<file path="src/hw/flash_sr_defines.svh">
/*
 * constants of the status and block-protect logic: opcodes, status bit
 * positions and self-timed cycle times.
 * assumes a 100 MHz core clock; times are microseconds, counts derived.
 */
`ifndef FLASH_SR_DEFINES_SVH
`define FLASH_SR_DEFINES_SVH

// serial opcodes, shifted msb first
`define OP_WR_ENABLE 8'h06
`define OP_WR_DISABLE 8'h04
`define OP_RD_STATUS 8'h05
`define OP_WR_STATUS 8'h01
`define OP_PAGE_WRITE 8'h02
`define OP_ERASE_SECTOR 8'hd8
`define OP_ERASE_BULK 8'hc7

// status byte layout
`define SR_WIP_BIT 0
`define SR_WEL_BIT 1
`define SR_BP_LSB 2

// byte counts a write-type command must end on
`define LEN_SHORT 3'h1
`define LEN_STATUS 3'h2
`define LEN_SECTOR 3'h4
`define LEN_PAGE_MIN 3'h5

// timing
`define CLK_PERIOD_NS 10
`define WS_TIME_US 5000
`define PAGE_TIME_US 1000
`define SE_TIME_US 100000
`define BE_TIME_US 1000000
`define US_TO_CYCLES(t) (((t) * 1000) / `CLK_PERIOD_NS)

`endif

</file>
<file path="src/hw/flash_sr_pkg.sv">
/*
 * types shared by the status block: link states, cycle kinds and the
 * cycle request handed to the array datapath.
 * assumes nothing beyond a systemverilog compiler.
 */
package flash_sr_pkg;

    // serial link sequencing
    typedef enum {LK_IDLE, LK_CMD, LK_ARGS, LK_STATUS, LK_SKIP} link_state_t;

    // kind of self-timed cycle
    typedef enum logic [2:0] {CY_NONE, CY_PAGE, CY_SECTOR, CY_BULK, CY_STATUS} cycle_kind_t;

    // request issued to the array when a cycle starts
    typedef struct packed {
        cycle_kind_t kind;
        logic [23:0] addr;
        logic [2:0] bp;
    } cycle_cmd_t;

endpackage

</file>
<file path="src/hw/sector_guard.sv">
/*
 * decodes the block-protect code into a protected top-of-array range and
 * tells whether a given sector falls in it.
 * assumes sectors is one of 4, 8, 32, 64 or 128; purely combinational.
 */
`timescale 1ns/1ps
module sector_guard #(
    parameter int SECTORS = 8,
    parameter int IDX_W = $clog2(SECTORS)
) (
    input wire logic [2:0] bp, // protect code, low bit first
    input wire logic [IDX_W-1:0] sector, // sector under test
    output logic hit // sector is protected
);
    logic [8:0] prot_n; // number of protected top sectors

    // protected count per variant; every range ends at the top sector
    always_comb begin
        prot_n = 9'h000;
        if (SECTORS == 4) begin
            prot_n = (bp[1:0] == 2'h3) ? 9'h004 : {7'h00, bp[1:0]}; // RL7
        end else if (SECTORS == 128) begin
            if (bp != 3'h0) begin
                prot_n = 9'h001 << bp; // RL10
            end
        end else if (bp != 3'h0) begin
            prot_n = 9'h001 << (bp - 3'h1); // RL8 RL9 RL11
            if (prot_n > 9'(SECTORS)) begin
                prot_n = 9'(SECTORS); // codes beyond the array mean all
            end
        end
    end

    // inside the range when index plus count reaches the array size
    always_comb begin
        hit = (9'(sector) + prot_n) >= 9'(SECTORS); // RL6
    end
endmodule

</file>
<file path="src/hw/flash_status_block_protect.sv">
/*
 * status byte and block-protect logic of a serial flash behind its link pins.
 * assumes the array acts on cycle_start/cycle_cmd, protect bits on nv_bp_in.
 */
// Functional notes
// RL1 - busy flag high exactly while cycle runs
// RL2 - latch clear refuses every write or erase
// RL3 - host sets latch before each write
// RL4 - protect bits non-volatile, select shielded region
// RL5 - bulk erase only with all protect zero
// RL6 - protected sectors refuse write and erase
// RL7 - four-sector decode: none, 3, 2-3, all
// RL8 - eight-sector decode: none, 7, 6-7, 4-7, all
// RL9 - 32-sector decode, top powers, 11x all
// RL10 - 128-sector decode from two sectors up
// RL11 - 64-sector decode from one sector up
// RL12 - status readable even during a cycle
// RL13 - host polls busy bit before next command
// RL14 - status byte repeats live while clocked
// RL15 - latch in bit one, set/cleared by commands
// RL16 - latch cleared at reset and cycle end
// RL17 - status read opcode 05, msb first
// RL18 - protect bits 2 to 4, upper zero
// RL19 - refused commands start nothing, stay silent
`timescale 1ns/1ps
`include "flash_sr_defines.svh"
module flash_status_block_protect
    import flash_sr_pkg::*;
#(
    parameter int SECTORS = 8,
    parameter int SECTOR_ADDR_LSB = 16,
    parameter int STATUS_CYCLES = `US_TO_CYCLES(`WS_TIME_US),
    parameter int PAGE_CYCLES = `US_TO_CYCLES(`PAGE_TIME_US),
    parameter int SECTOR_CYCLES = `US_TO_CYCLES(`SE_TIME_US),
    parameter int BULK_CYCLES = `US_TO_CYCLES(`BE_TIME_US)
) (
    input wire logic clk, // core clock
    input wire logic rst, // synchronous reset, power-up
    input wire logic sclk, // serial clock from host
    input wire logic cs_n, // chip select, active low
    input wire logic sdi, // serial data in
    output logic sdo, // serial data out
    output logic sdo_oe, // sdo driven
    input wire logic [2:0] nv_bp_in, // stored protect bits
    output logic [2:0] nv_bp_out, // protect bits to store
    output logic nv_bp_we, // store strobe, one cycle
    output logic cycle_start, // cycle begins, one cycle
    output cycle_cmd_t cycle_cmd, // cycle request
    output logic wip, // write in progress
    output logic wel // write enable latch
);
    localparam int IDX_W = $clog2(SECTORS);
    localparam logic [2:0] BP_MASK = (SECTORS == 4) ? 3'h3 : 3'h7; // only two bits when four
    // pin synchroniser, order {sclk, cs_n, sdi}
    logic [2:0] s1_reg, s2_reg, s3_reg, flt_reg, flt_next;
    logic sclk_rise, sclk_fall, cs_rise, sel, din;
    always_comb begin
        // a change counts once the second and third stages agree
        flt_next = (s2_reg & s3_reg) | (flt_reg & (s2_reg ^ s3_reg));
    end
    always_ff @(posedge clk) begin
        if (rst) begin
            s1_reg <= 3'h2;
            s2_reg <= 3'h2;
            s3_reg <= 3'h2;
            flt_reg <= 3'h2;
        end else begin
            s1_reg <= {sclk, cs_n, sdi};
            s2_reg <= s1_reg;
            s3_reg <= s2_reg;
            flt_reg <= flt_next;
        end
    end
    assign sclk_rise = flt_next[2] & ~flt_reg[2];
    assign sclk_fall = ~flt_next[2] & flt_reg[2];
    assign cs_rise = flt_next[1] & ~flt_reg[1];
    assign sel = ~flt_next[1];
    assign din = flt_next[0];
    // link state
    link_state_t lk_reg, lk_next;
    logic [7:0] sh_reg, sh_next; // incoming shifter, holds the last byte
    logic [2:0] bit_reg, bit_next; // bit within byte
    logic [2:0] byte_reg, byte_next; // bytes taken, saturating
    logic [7:0] op_reg, op_next; // opcode
    logic [23:0] addr_reg, addr_next; // address bytes
    logic [7:0] tx_reg, tx_next; // outgoing status
    logic sdo_reg, sdo_next, oe_reg, oe_next; // serial output and its enable
    logic [7:0] byte_in, status_now; // byte completing now, live status
    // cycle state
    logic wip_reg, wip_next, wel_reg, wel_next;
    logic [2:0] bp_reg, bp_next, nvbp_reg, nvbp_next;
    logic [31:0] cnt_reg, cnt_next;
    cycle_cmd_t cmd_reg, cmd_next;
    logic start_reg, start_next, nvwe_reg, nvwe_next;
    logic hit, eval; // sector protected, command ends now
    // live status byte; spare bits read zero
    assign status_now = {3'h0, bp_reg, wel_reg, wip_reg}; // RL18 RL15
    assign byte_in = {sh_reg[6:0], din};
    sector_guard #(.SECTORS(SECTORS), .IDX_W(IDX_W)) u_guard (
        .bp(bp_reg),
        .sector(addr_reg[SECTOR_ADDR_LSB +: IDX_W]),
        .hit(hit)
    );
    // serial shifting and status streaming
    always_comb begin
        lk_next = lk_reg;
        sh_next = sh_reg;
        bit_next = bit_reg;
        byte_next = byte_reg;
        op_next = op_reg;
        addr_next = addr_reg;
        tx_next = tx_reg;
        sdo_next = sdo_reg;
        oe_next = oe_reg;
        if (!sel) begin
            // deselect ends any sequence and floats the output
            lk_next = LK_IDLE;
            oe_next = 1'b0;
            sdo_next = 1'b0;
        end else if (lk_reg == LK_IDLE) begin
            lk_next = LK_CMD;
            bit_next = 3'h0;
            byte_next = 3'h0;
        end else if (lk_reg == LK_STATUS) begin
            if (sclk_fall) begin
                // reload at each byte end so the flags stay live
                sdo_next = tx_reg[7]; // RL14
                oe_next = 1'b1;
                bit_next = bit_reg + 3'h1;
                tx_next = (bit_reg == 3'h7) ? status_now : {tx_reg[6:0], 1'b0}; // RL14
            end
        end else if (sclk_rise) begin
            sh_next = byte_in;
            bit_next = bit_reg + 3'h1;
            if (bit_reg == 3'h7) begin
                byte_next = (byte_reg == 3'h7) ? byte_reg : byte_reg + 3'h1;
                if (lk_reg == LK_CMD) begin
                    op_next = byte_in;
                    if (byte_in == `OP_RD_STATUS) begin
                        lk_next = LK_STATUS; // RL17 RL12
                        tx_next = status_now;
                        bit_next = 3'h0;
                    end else begin
                        // while busy only status reads are honoured
                        lk_next = wip_reg ? LK_SKIP : LK_ARGS;
                    end
                end else if (byte_reg <= 3'h3) begin
                    addr_next = {addr_reg[15:0], byte_in};
                end
            end
        end
    end
    always_ff @(posedge clk) begin
        if (rst) begin
            lk_reg <= LK_IDLE;
            sh_reg <= 8'h00;
            bit_reg <= 3'h0;
            byte_reg <= 3'h0;
            op_reg <= 8'h00;
            addr_reg <= 24'h000000;
            tx_reg <= 8'h00;
            sdo_reg <= 1'b0;
            oe_reg <= 1'b0;
        end else begin
            lk_reg <= lk_next;
            sh_reg <= sh_next;
            bit_reg <= bit_next;
            byte_reg <= byte_next;
            op_reg <= op_next;
            addr_reg <= addr_next;
            tx_reg <= tx_next;
            sdo_reg <= sdo_next;
            oe_reg <= oe_next;
        end
    end
    // a write-type command acts only when select rises on a byte boundary
    assign eval = cs_rise && (lk_reg == LK_ARGS) && (bit_reg == 3'h0);
    // latch, protect bits and self-timed cycle
    always_comb begin
        wip_next = wip_reg;
        wel_next = wel_reg;
        bp_next = bp_reg;
        cnt_next = cnt_reg;
        cmd_next = cmd_reg;
        start_next = 1'b0;
        nvwe_next = 1'b0;
        nvbp_next = nvbp_reg;
        if (wip_reg) begin
            cnt_next = cnt_reg - 32'h1;
            if (cnt_reg <= 32'h1) begin
                wip_next = 1'b0; // RL1
                wel_next = 1'b0; // RL16
                if (cmd_reg.kind == CY_STATUS) begin
                    bp_next = cmd_reg.bp; // RL4
                    nvbp_next = cmd_reg.bp;
                    nvwe_next = 1'b1;
                end
            end
        end else if (eval) begin
            cmd_next.addr = addr_reg;
            cmd_next.bp = bp_reg;
            cmd_next.kind = CY_NONE;
            unique case (op_reg)
                `OP_WR_ENABLE: wel_next = (byte_reg == `LEN_SHORT) ? 1'b1 : wel_reg; // RL15
                `OP_WR_DISABLE: wel_next = (byte_reg == `LEN_SHORT) ? 1'b0 : wel_reg; // RL15
                `OP_WR_STATUS: begin
                    if (byte_reg == `LEN_STATUS) begin
                        cmd_next.kind = CY_STATUS;
                        cmd_next.bp = sh_reg[`SR_BP_LSB +: 3] & BP_MASK; // data byte came last
                    end
                end
                `OP_PAGE_WRITE: begin
                    if (byte_reg >= `LEN_PAGE_MIN && !hit) begin // RL6
                        cmd_next.kind = CY_PAGE;
                    end
                end
                `OP_ERASE_SECTOR: begin
                    if (byte_reg == `LEN_SECTOR && !hit) begin // RL6
                        cmd_next.kind = CY_SECTOR;
                    end
                end
                `OP_ERASE_BULK: begin
                    if (byte_reg == `LEN_SHORT && bp_reg == 3'h0) begin // RL5
                        cmd_next.kind = CY_BULK;
                    end
                end
                default: cmd_next.kind = CY_NONE; // unknown opcodes are ignored
            endcase
            // refused requests leave everything as it was
            if (cmd_next.kind != CY_NONE && wel_reg) begin // RL2 RL19
                wip_next = 1'b1; // RL1
                start_next = 1'b1;
                unique case (cmd_next.kind)
                    CY_STATUS: cnt_next = 32'(STATUS_CYCLES);
                    CY_PAGE: cnt_next = 32'(PAGE_CYCLES);
                    CY_SECTOR: cnt_next = 32'(SECTOR_CYCLES);
                    default: cnt_next = 32'(BULK_CYCLES);
                endcase
            end else begin
                cmd_next = cmd_reg;
            end
        end
    end
    always_ff @(posedge clk) begin
        if (rst) begin
            wip_reg <= 1'b0;
            wel_reg <= 1'b0; // RL16
            bp_reg <= nv_bp_in & BP_MASK; // RL4
            cnt_reg <= 32'h0;
            cmd_reg <= '0;
            start_reg <= 1'b0;
            nvwe_reg <= 1'b0;
            nvbp_reg <= 3'h0;
        end else begin
            wip_reg <= wip_next;
            wel_reg <= wel_next;
            bp_reg <= bp_next;
            cnt_reg <= cnt_next;
            cmd_reg <= cmd_next;
            start_reg <= start_next;
            nvwe_reg <= nvwe_next;
            nvbp_reg <= nvbp_next;
        end
    end
    assign sdo = sdo_reg;
    assign sdo_oe = oe_reg;
    assign nv_bp_out = nvbp_reg;
    assign nv_bp_we = nvwe_reg;
    assign cycle_start = start_reg;
    assign cycle_cmd = cmd_reg;
    assign wip = wip_reg;
    assign wel = wel_reg;
    a_wip_rise: assert property (@(posedge clk) disable iff (rst) // RL1
        $rose(wip_reg) |-> start_reg) else $error("busy rose without a start");
    a_wip_hold: assert property (@(posedge clk) disable iff (rst) // RL1
        wip_reg && cnt_reg > 32'h1 |=> wip_reg) else $error("busy dropped early");
    a_cycle_end: assert property (@(posedge clk) disable iff (rst) // RL16
        wip_reg && cnt_reg == 32'h1 |=> !wip_reg && !wel_reg) else $error("cycle end wrong");
    a_wel_gate: assert property (@(posedge clk) disable iff (rst) // RL2
        start_reg |-> $past(wel_reg) && !$past(wip_reg)) else $error("start without latch");
    a_bulk_guard: assert property (@(posedge clk) disable iff (rst) // RL5
        start_reg && cmd_reg.kind == CY_BULK |-> $past(bp_reg) == 3'h0)
        else $error("bulk erase while protected");
    a_prot_block: assert property (@(posedge clk) disable iff (rst) // RL6
        start_reg && (cmd_reg.kind == CY_PAGE || cmd_reg.kind == CY_SECTOR) |-> !$past(hit))
        else $error("protected sector accepted");
    a_bp_change: assert property (@(posedge clk) disable iff (rst) // RL4
        $changed(bp_reg) |-> $past(wip_reg) && $past(cmd_reg.kind) == CY_STATUS && nvwe_reg)
        else $error("protect bits changed outside status cycle");
    a_status_shift: assert property (@(posedge clk) disable iff (rst) // RL14
        lk_reg == LK_STATUS && sel && sclk_fall |=> oe_reg && sdo_reg == $past(tx_reg[7]))
        else $error("status bit not shifted");
    a_status_op: assert property (@(posedge clk) disable iff (rst) // RL17
        lk_reg == LK_CMD && sel && sclk_rise && bit_reg == 3'h7 && byte_in == `OP_RD_STATUS
        |=> lk_reg == LK_STATUS && tx_reg == $past(status_now)) else $error("status read missed");
    a_wel_set: assert property (@(posedge clk) disable iff (rst) // RL15
        eval && !wip_reg && op_reg == `OP_WR_ENABLE && byte_reg == `LEN_SHORT |=> wel_reg)
        else $error("enable latch not set");
endmodule

</file>
<file path="config.mk">
export PLATFORM = sky130hd
export DESIGN_NAME = flash_status_block_protect
export DESIGN_NICKNAME = d
export VERILOG_FILES = /design/src/hw/flash_sr_pkg.sv /design/src/hw/sector_guard.sv /design/src/hw/flash_status_block_protect.sv
export VERILOG_INCLUDE_DIRS = /design/src /design/src/hw
export SDC_FILE = /design/constraint.sdc
export NUM_CORES = 1
export LEC_CHECK = 0
export ABC_AREA = 1
export BUFFER_PORTS_ARGS = -buffer_cell sky130_fd_sc_hd__buf_2
export CORE_MARGIN = 10
export CORE_UTILIZATION = 40
export DETAILED_ROUTE_END_ITERATION = 10
export GPL_TIMING_DRIVEN = 0
export PLACE_DENSITY = 0.66
export SLEW_MARGIN = 25
export SYNTH_ARGS = -nofsm -noshare
export SYNTH_HDL_FRONTEND = slang
export SYNTH_SLANG_ARGS = --single-unit
</file>
<file path="constraint.sdc">
create_clock -name clk -period 3.16 [get_ports clk]
set_input_delay 0.316 -clock clk [delete_from_list [all_inputs] [get_ports clk]]
set_output_delay 0.316 -clock clk [all_outputs]
set_load 0.01 [all_outputs]
</file>
==> impl_results.md <==
- Status: finished clean
- Synth top area share: 0.4106
- CP bufs+invs: 3
- Initial antenna violation count: 0
- Number of flops mapped to enable cells by yosys: 3
- Peak VDD IR: around 0.00037 V
- Worst-Skew Late Latency: approximately 430 ps
- DP Wirelength: about 14000 µm
- Slew @ Worst Pin: roughly 760 ps
- Critical path's most frequent cell: inv_1
- Fin Setup TNS: 0 ps
- # diodes: 0
- Starting density of the core: 0.4086
- R2R Path End: cnt_reg[15]$_SDFFE_PP0P_
- Post-Place Cell Area: about 7300 µm²
- Reg2reg start: bp_reg[2]$_DFFE_PP_
- Tmin final: 2774 ps
- RSZ-0062 raised after global routing: no
- Hold_sp: cs_n
- Synth Area in Adders: 0.03434
- Post-synth top area cell: dfxtp_1
- H-tree Lvls: 4
- Share of cells above drive strength 1: 0.1299
- Final nets: between 1k and 1.5k
- Grt total ovfl: 0
- Vias: 6363
- Placed Cells: 1228
- Worst setup EP type: flop
- Asr flop ratio synth: 0
- Starting DRC count in detailed routing: between 600 and 700
- Leakage power total: ~3.5 nW
- Worst slew margin: 0.4904
- Area occupied by multi-input gates: 3371 µm²
- Post-Synth Simple-Gate Area: 0.3362
- Skew final: 8.469 ps
- Post-synthesis compound-gate area fraction: 0.1178
- IO Port Bufs: 46
- Cell family with most CP delay: simple AND/OR/NAND/NOR gates
- GPL Wtd Cong: approximately 0.91
- Post-Syn Instances: 962
- Max reg flops: 32
- Num ports: 47
- Vias in the first global route: 5750
- Mean Syn Cell Area: 7.044 µm²
- Die ar.: between 20000 and 25000 µm²
- Final cell count without fillers: 1259
- CTS sink cnt: roughly 140
- Post-Syn Nets: 988
- Maxcap violations: 0
- Antenna-violating nets left: 0
- Cell area after layout: 7829 µm²
- CP max stage delay: roughly 500 ps
- Xor/xnor share of the synthesized area: 0.009047
- Vias/cell: 5.054
- Drt wl/cell: approximately 15 µm
- Area Overhead vs Synth: 15.53%
- FMAX: ~360 MHz
- Critical-path top delay cell: edfxtp_1
- GRT Util Overall: 0.1688
- Rows: between 40 and 50
- Unique cell type count in the Yosys netlist: 43
- Root Driver: clkbuf_16
- DRC: 0
- Clk buf depth: 2
- Crit path required time: around 3500 ps
- Total CTS buffers: 17
- Worst setup SP type: flop
- Design Power: between 3 and 4 mW
- Final hold vios: 0
- Cells on worst reg2reg path: 13
- Critical path class: flop to flop
- Ys flop type: dfxtp_1
- Synth cell count leaders: nand2_1 (207), nor2_1 (151), dfxtp_1 (139)
- Netlist Area Pre-Place: approximately 6800 µm²
- Final Util: 0.4721
- First-pass GRT wire length: 30220 µm
- Fin. max-slew vios: 0
- Worst-path clk slew: 60 ps
- Crit path max fanout: 10
- Synthesis Warnings: 0
- Count leader, synth: nand2_1
- Period utilization: 0.8780
- Hold-fix buffers, CTS: 0
- Post-synthesis mux area share: 0
- CP cell instances: nor3_1 > ha_1 > inv_1 > fa_1 > nand2_1 > inv_1 > a21oi_2 > nor2_4 > nand2_2 > nand4_4 > nand3_2 > buf_2 > a31oi_1
- Post-CTS setup buffer count: 0
- Area contributors post-synth: dfxtp_1 (41%), nand2_1 (11%), nor2_1 (8.4%)
- CTS tree: yes
- Number of fill cells: roughly 1.7k
- Setup ws final: between 300 and 400 ps
- Synth Register Bits: roughly 140
- R2r setup slk: between 300 and 400 ps
- Sequential area share after synthesis: 0.4239
- Area occupied by registers: 2873 µm²
- Setup Slack @ Placement: about 390 ps
- DIE HEIGHT: around 150 µm
- Core area: between 15000 and 20000 µm²
- Setup violators final: 0
- Total wire length: ~19000 µm
- HP Class: input pin to flop
- Largest family of logic cells by synthesized area: simple AND/OR/NAND/NOR gates
- 1st-pass router iterations: 5
- Post-cts sizing count: 0
- Pwr Density: between 400 and 500 nW/µm²
- Hold WS: approximately 85 ps
- Crit path DAT: a little over 3000 ps
- Die Width: between 150 and 200 µm
- Largest net degree at the start of global routing: 17
- Hold Crit Endpoint: s1_reg[1]$_SDFF_PP1_
- WHS Path Cells: 2
## logic make-up (layout without fill, tap and decap cells)
kind of cell               count (synthesis)  count (layout)
and+or+nand+nor                          512             512
AOI/OAI and AO/OA                        153             153
DFF                                      142             142
buffers and inverters                    130             207
adders and majority gates                 18              18
xor gates and xnor gates                   7               7
## cells in the final DEF (no fill, tap or decap), types with 5 or more instances in the layout
cell type,netlist,routed
nand4_1,12,12
nor2_2,5,5
dfxtp_1,139,139
buf_4,5,5
or2_2,8,8
nor3_1,10,10
o21ai_0,72,72
nand2_1,207,207
a21oi_1,65,65
nand3b_1,5,5
clkbuf_1,19,19
nand2_2,13,13
inv_2,6,6
clkinvlp_4,0,6
a211oi_1,5,5
ha_1,17,17
nand3_1,84,84
clkbuf_16,0,17
inv_1,88,88
nor2_1,151,151
buf_2,6,52
## layer usage
| layer | up-vias | track usage | share of wire | routed length [µm] |
|---|---|---|---|---|
| li1 | 3247 | - | - | - |
| met1 | 2891 | 0.2268 | 0.47 | 8852 |
| met2 | 194 | 0.2589 | 0.44 | 8379 |
| met3 | 31 | 0.04382 | 0.067 | 1268 |
| met4 | 0 | 0.05394 | 0.020 | 368 |
| met5 | - | 0 | 0 | 0 |
## where the power goes
part | internal (mW) | leakage [nW] | switching (mW)
sequential | 1.81 | 1.15 | 0.00673
combinational | 0.0252 | 2.14 | 0.0691
clock | 1.07 | 0.253 | 0.821
## worst max path at each step
stage | end | slack, ps | from | depth (start not counted)
after floorplan | cycle_cmd[19]$_SDFFE_PP0P_ | 810 | bp_reg[2]$_DFFE_PP_ | 16
after global placement | cycle_cmd[24]$_SDFFE_PP0P_ | 400 | bp_reg[2]$_DFFE_PP_ | 14
after detailed placement | cnt_reg[15]$_SDFFE_PP0P_ | 390 | bp_reg[2]$_DFFE_PP_ | 13
after global routing | cnt_reg[2]$_SDFFE_PP0P_ | 190 | bp_reg[0]$_DFFE_PP_ | 15
final | cnt_reg[15]$_SDFFE_PP0P_ | 390 | bp_reg[2]$_DFFE_PP_ | 13
after CTS | cnt_reg[15]$_SDFFE_PP0P_ | 350 | bp_reg[2]$_DFFE_PP_ | 13
## area by class of cell
class | instances | area share
buffer | 36 | 0.02301
clock buffer | 17 | 0.05434
clock inverter | 14 | 0.01550
inverter | 94 | 0.04507
multi-input combinational | 690 | 0.4306
sequential | 142 | 0.3669
tap | 220 | 0.03516
timing repair buffer | 46 | 0.02941
Power figures use the tool's default switching activity.
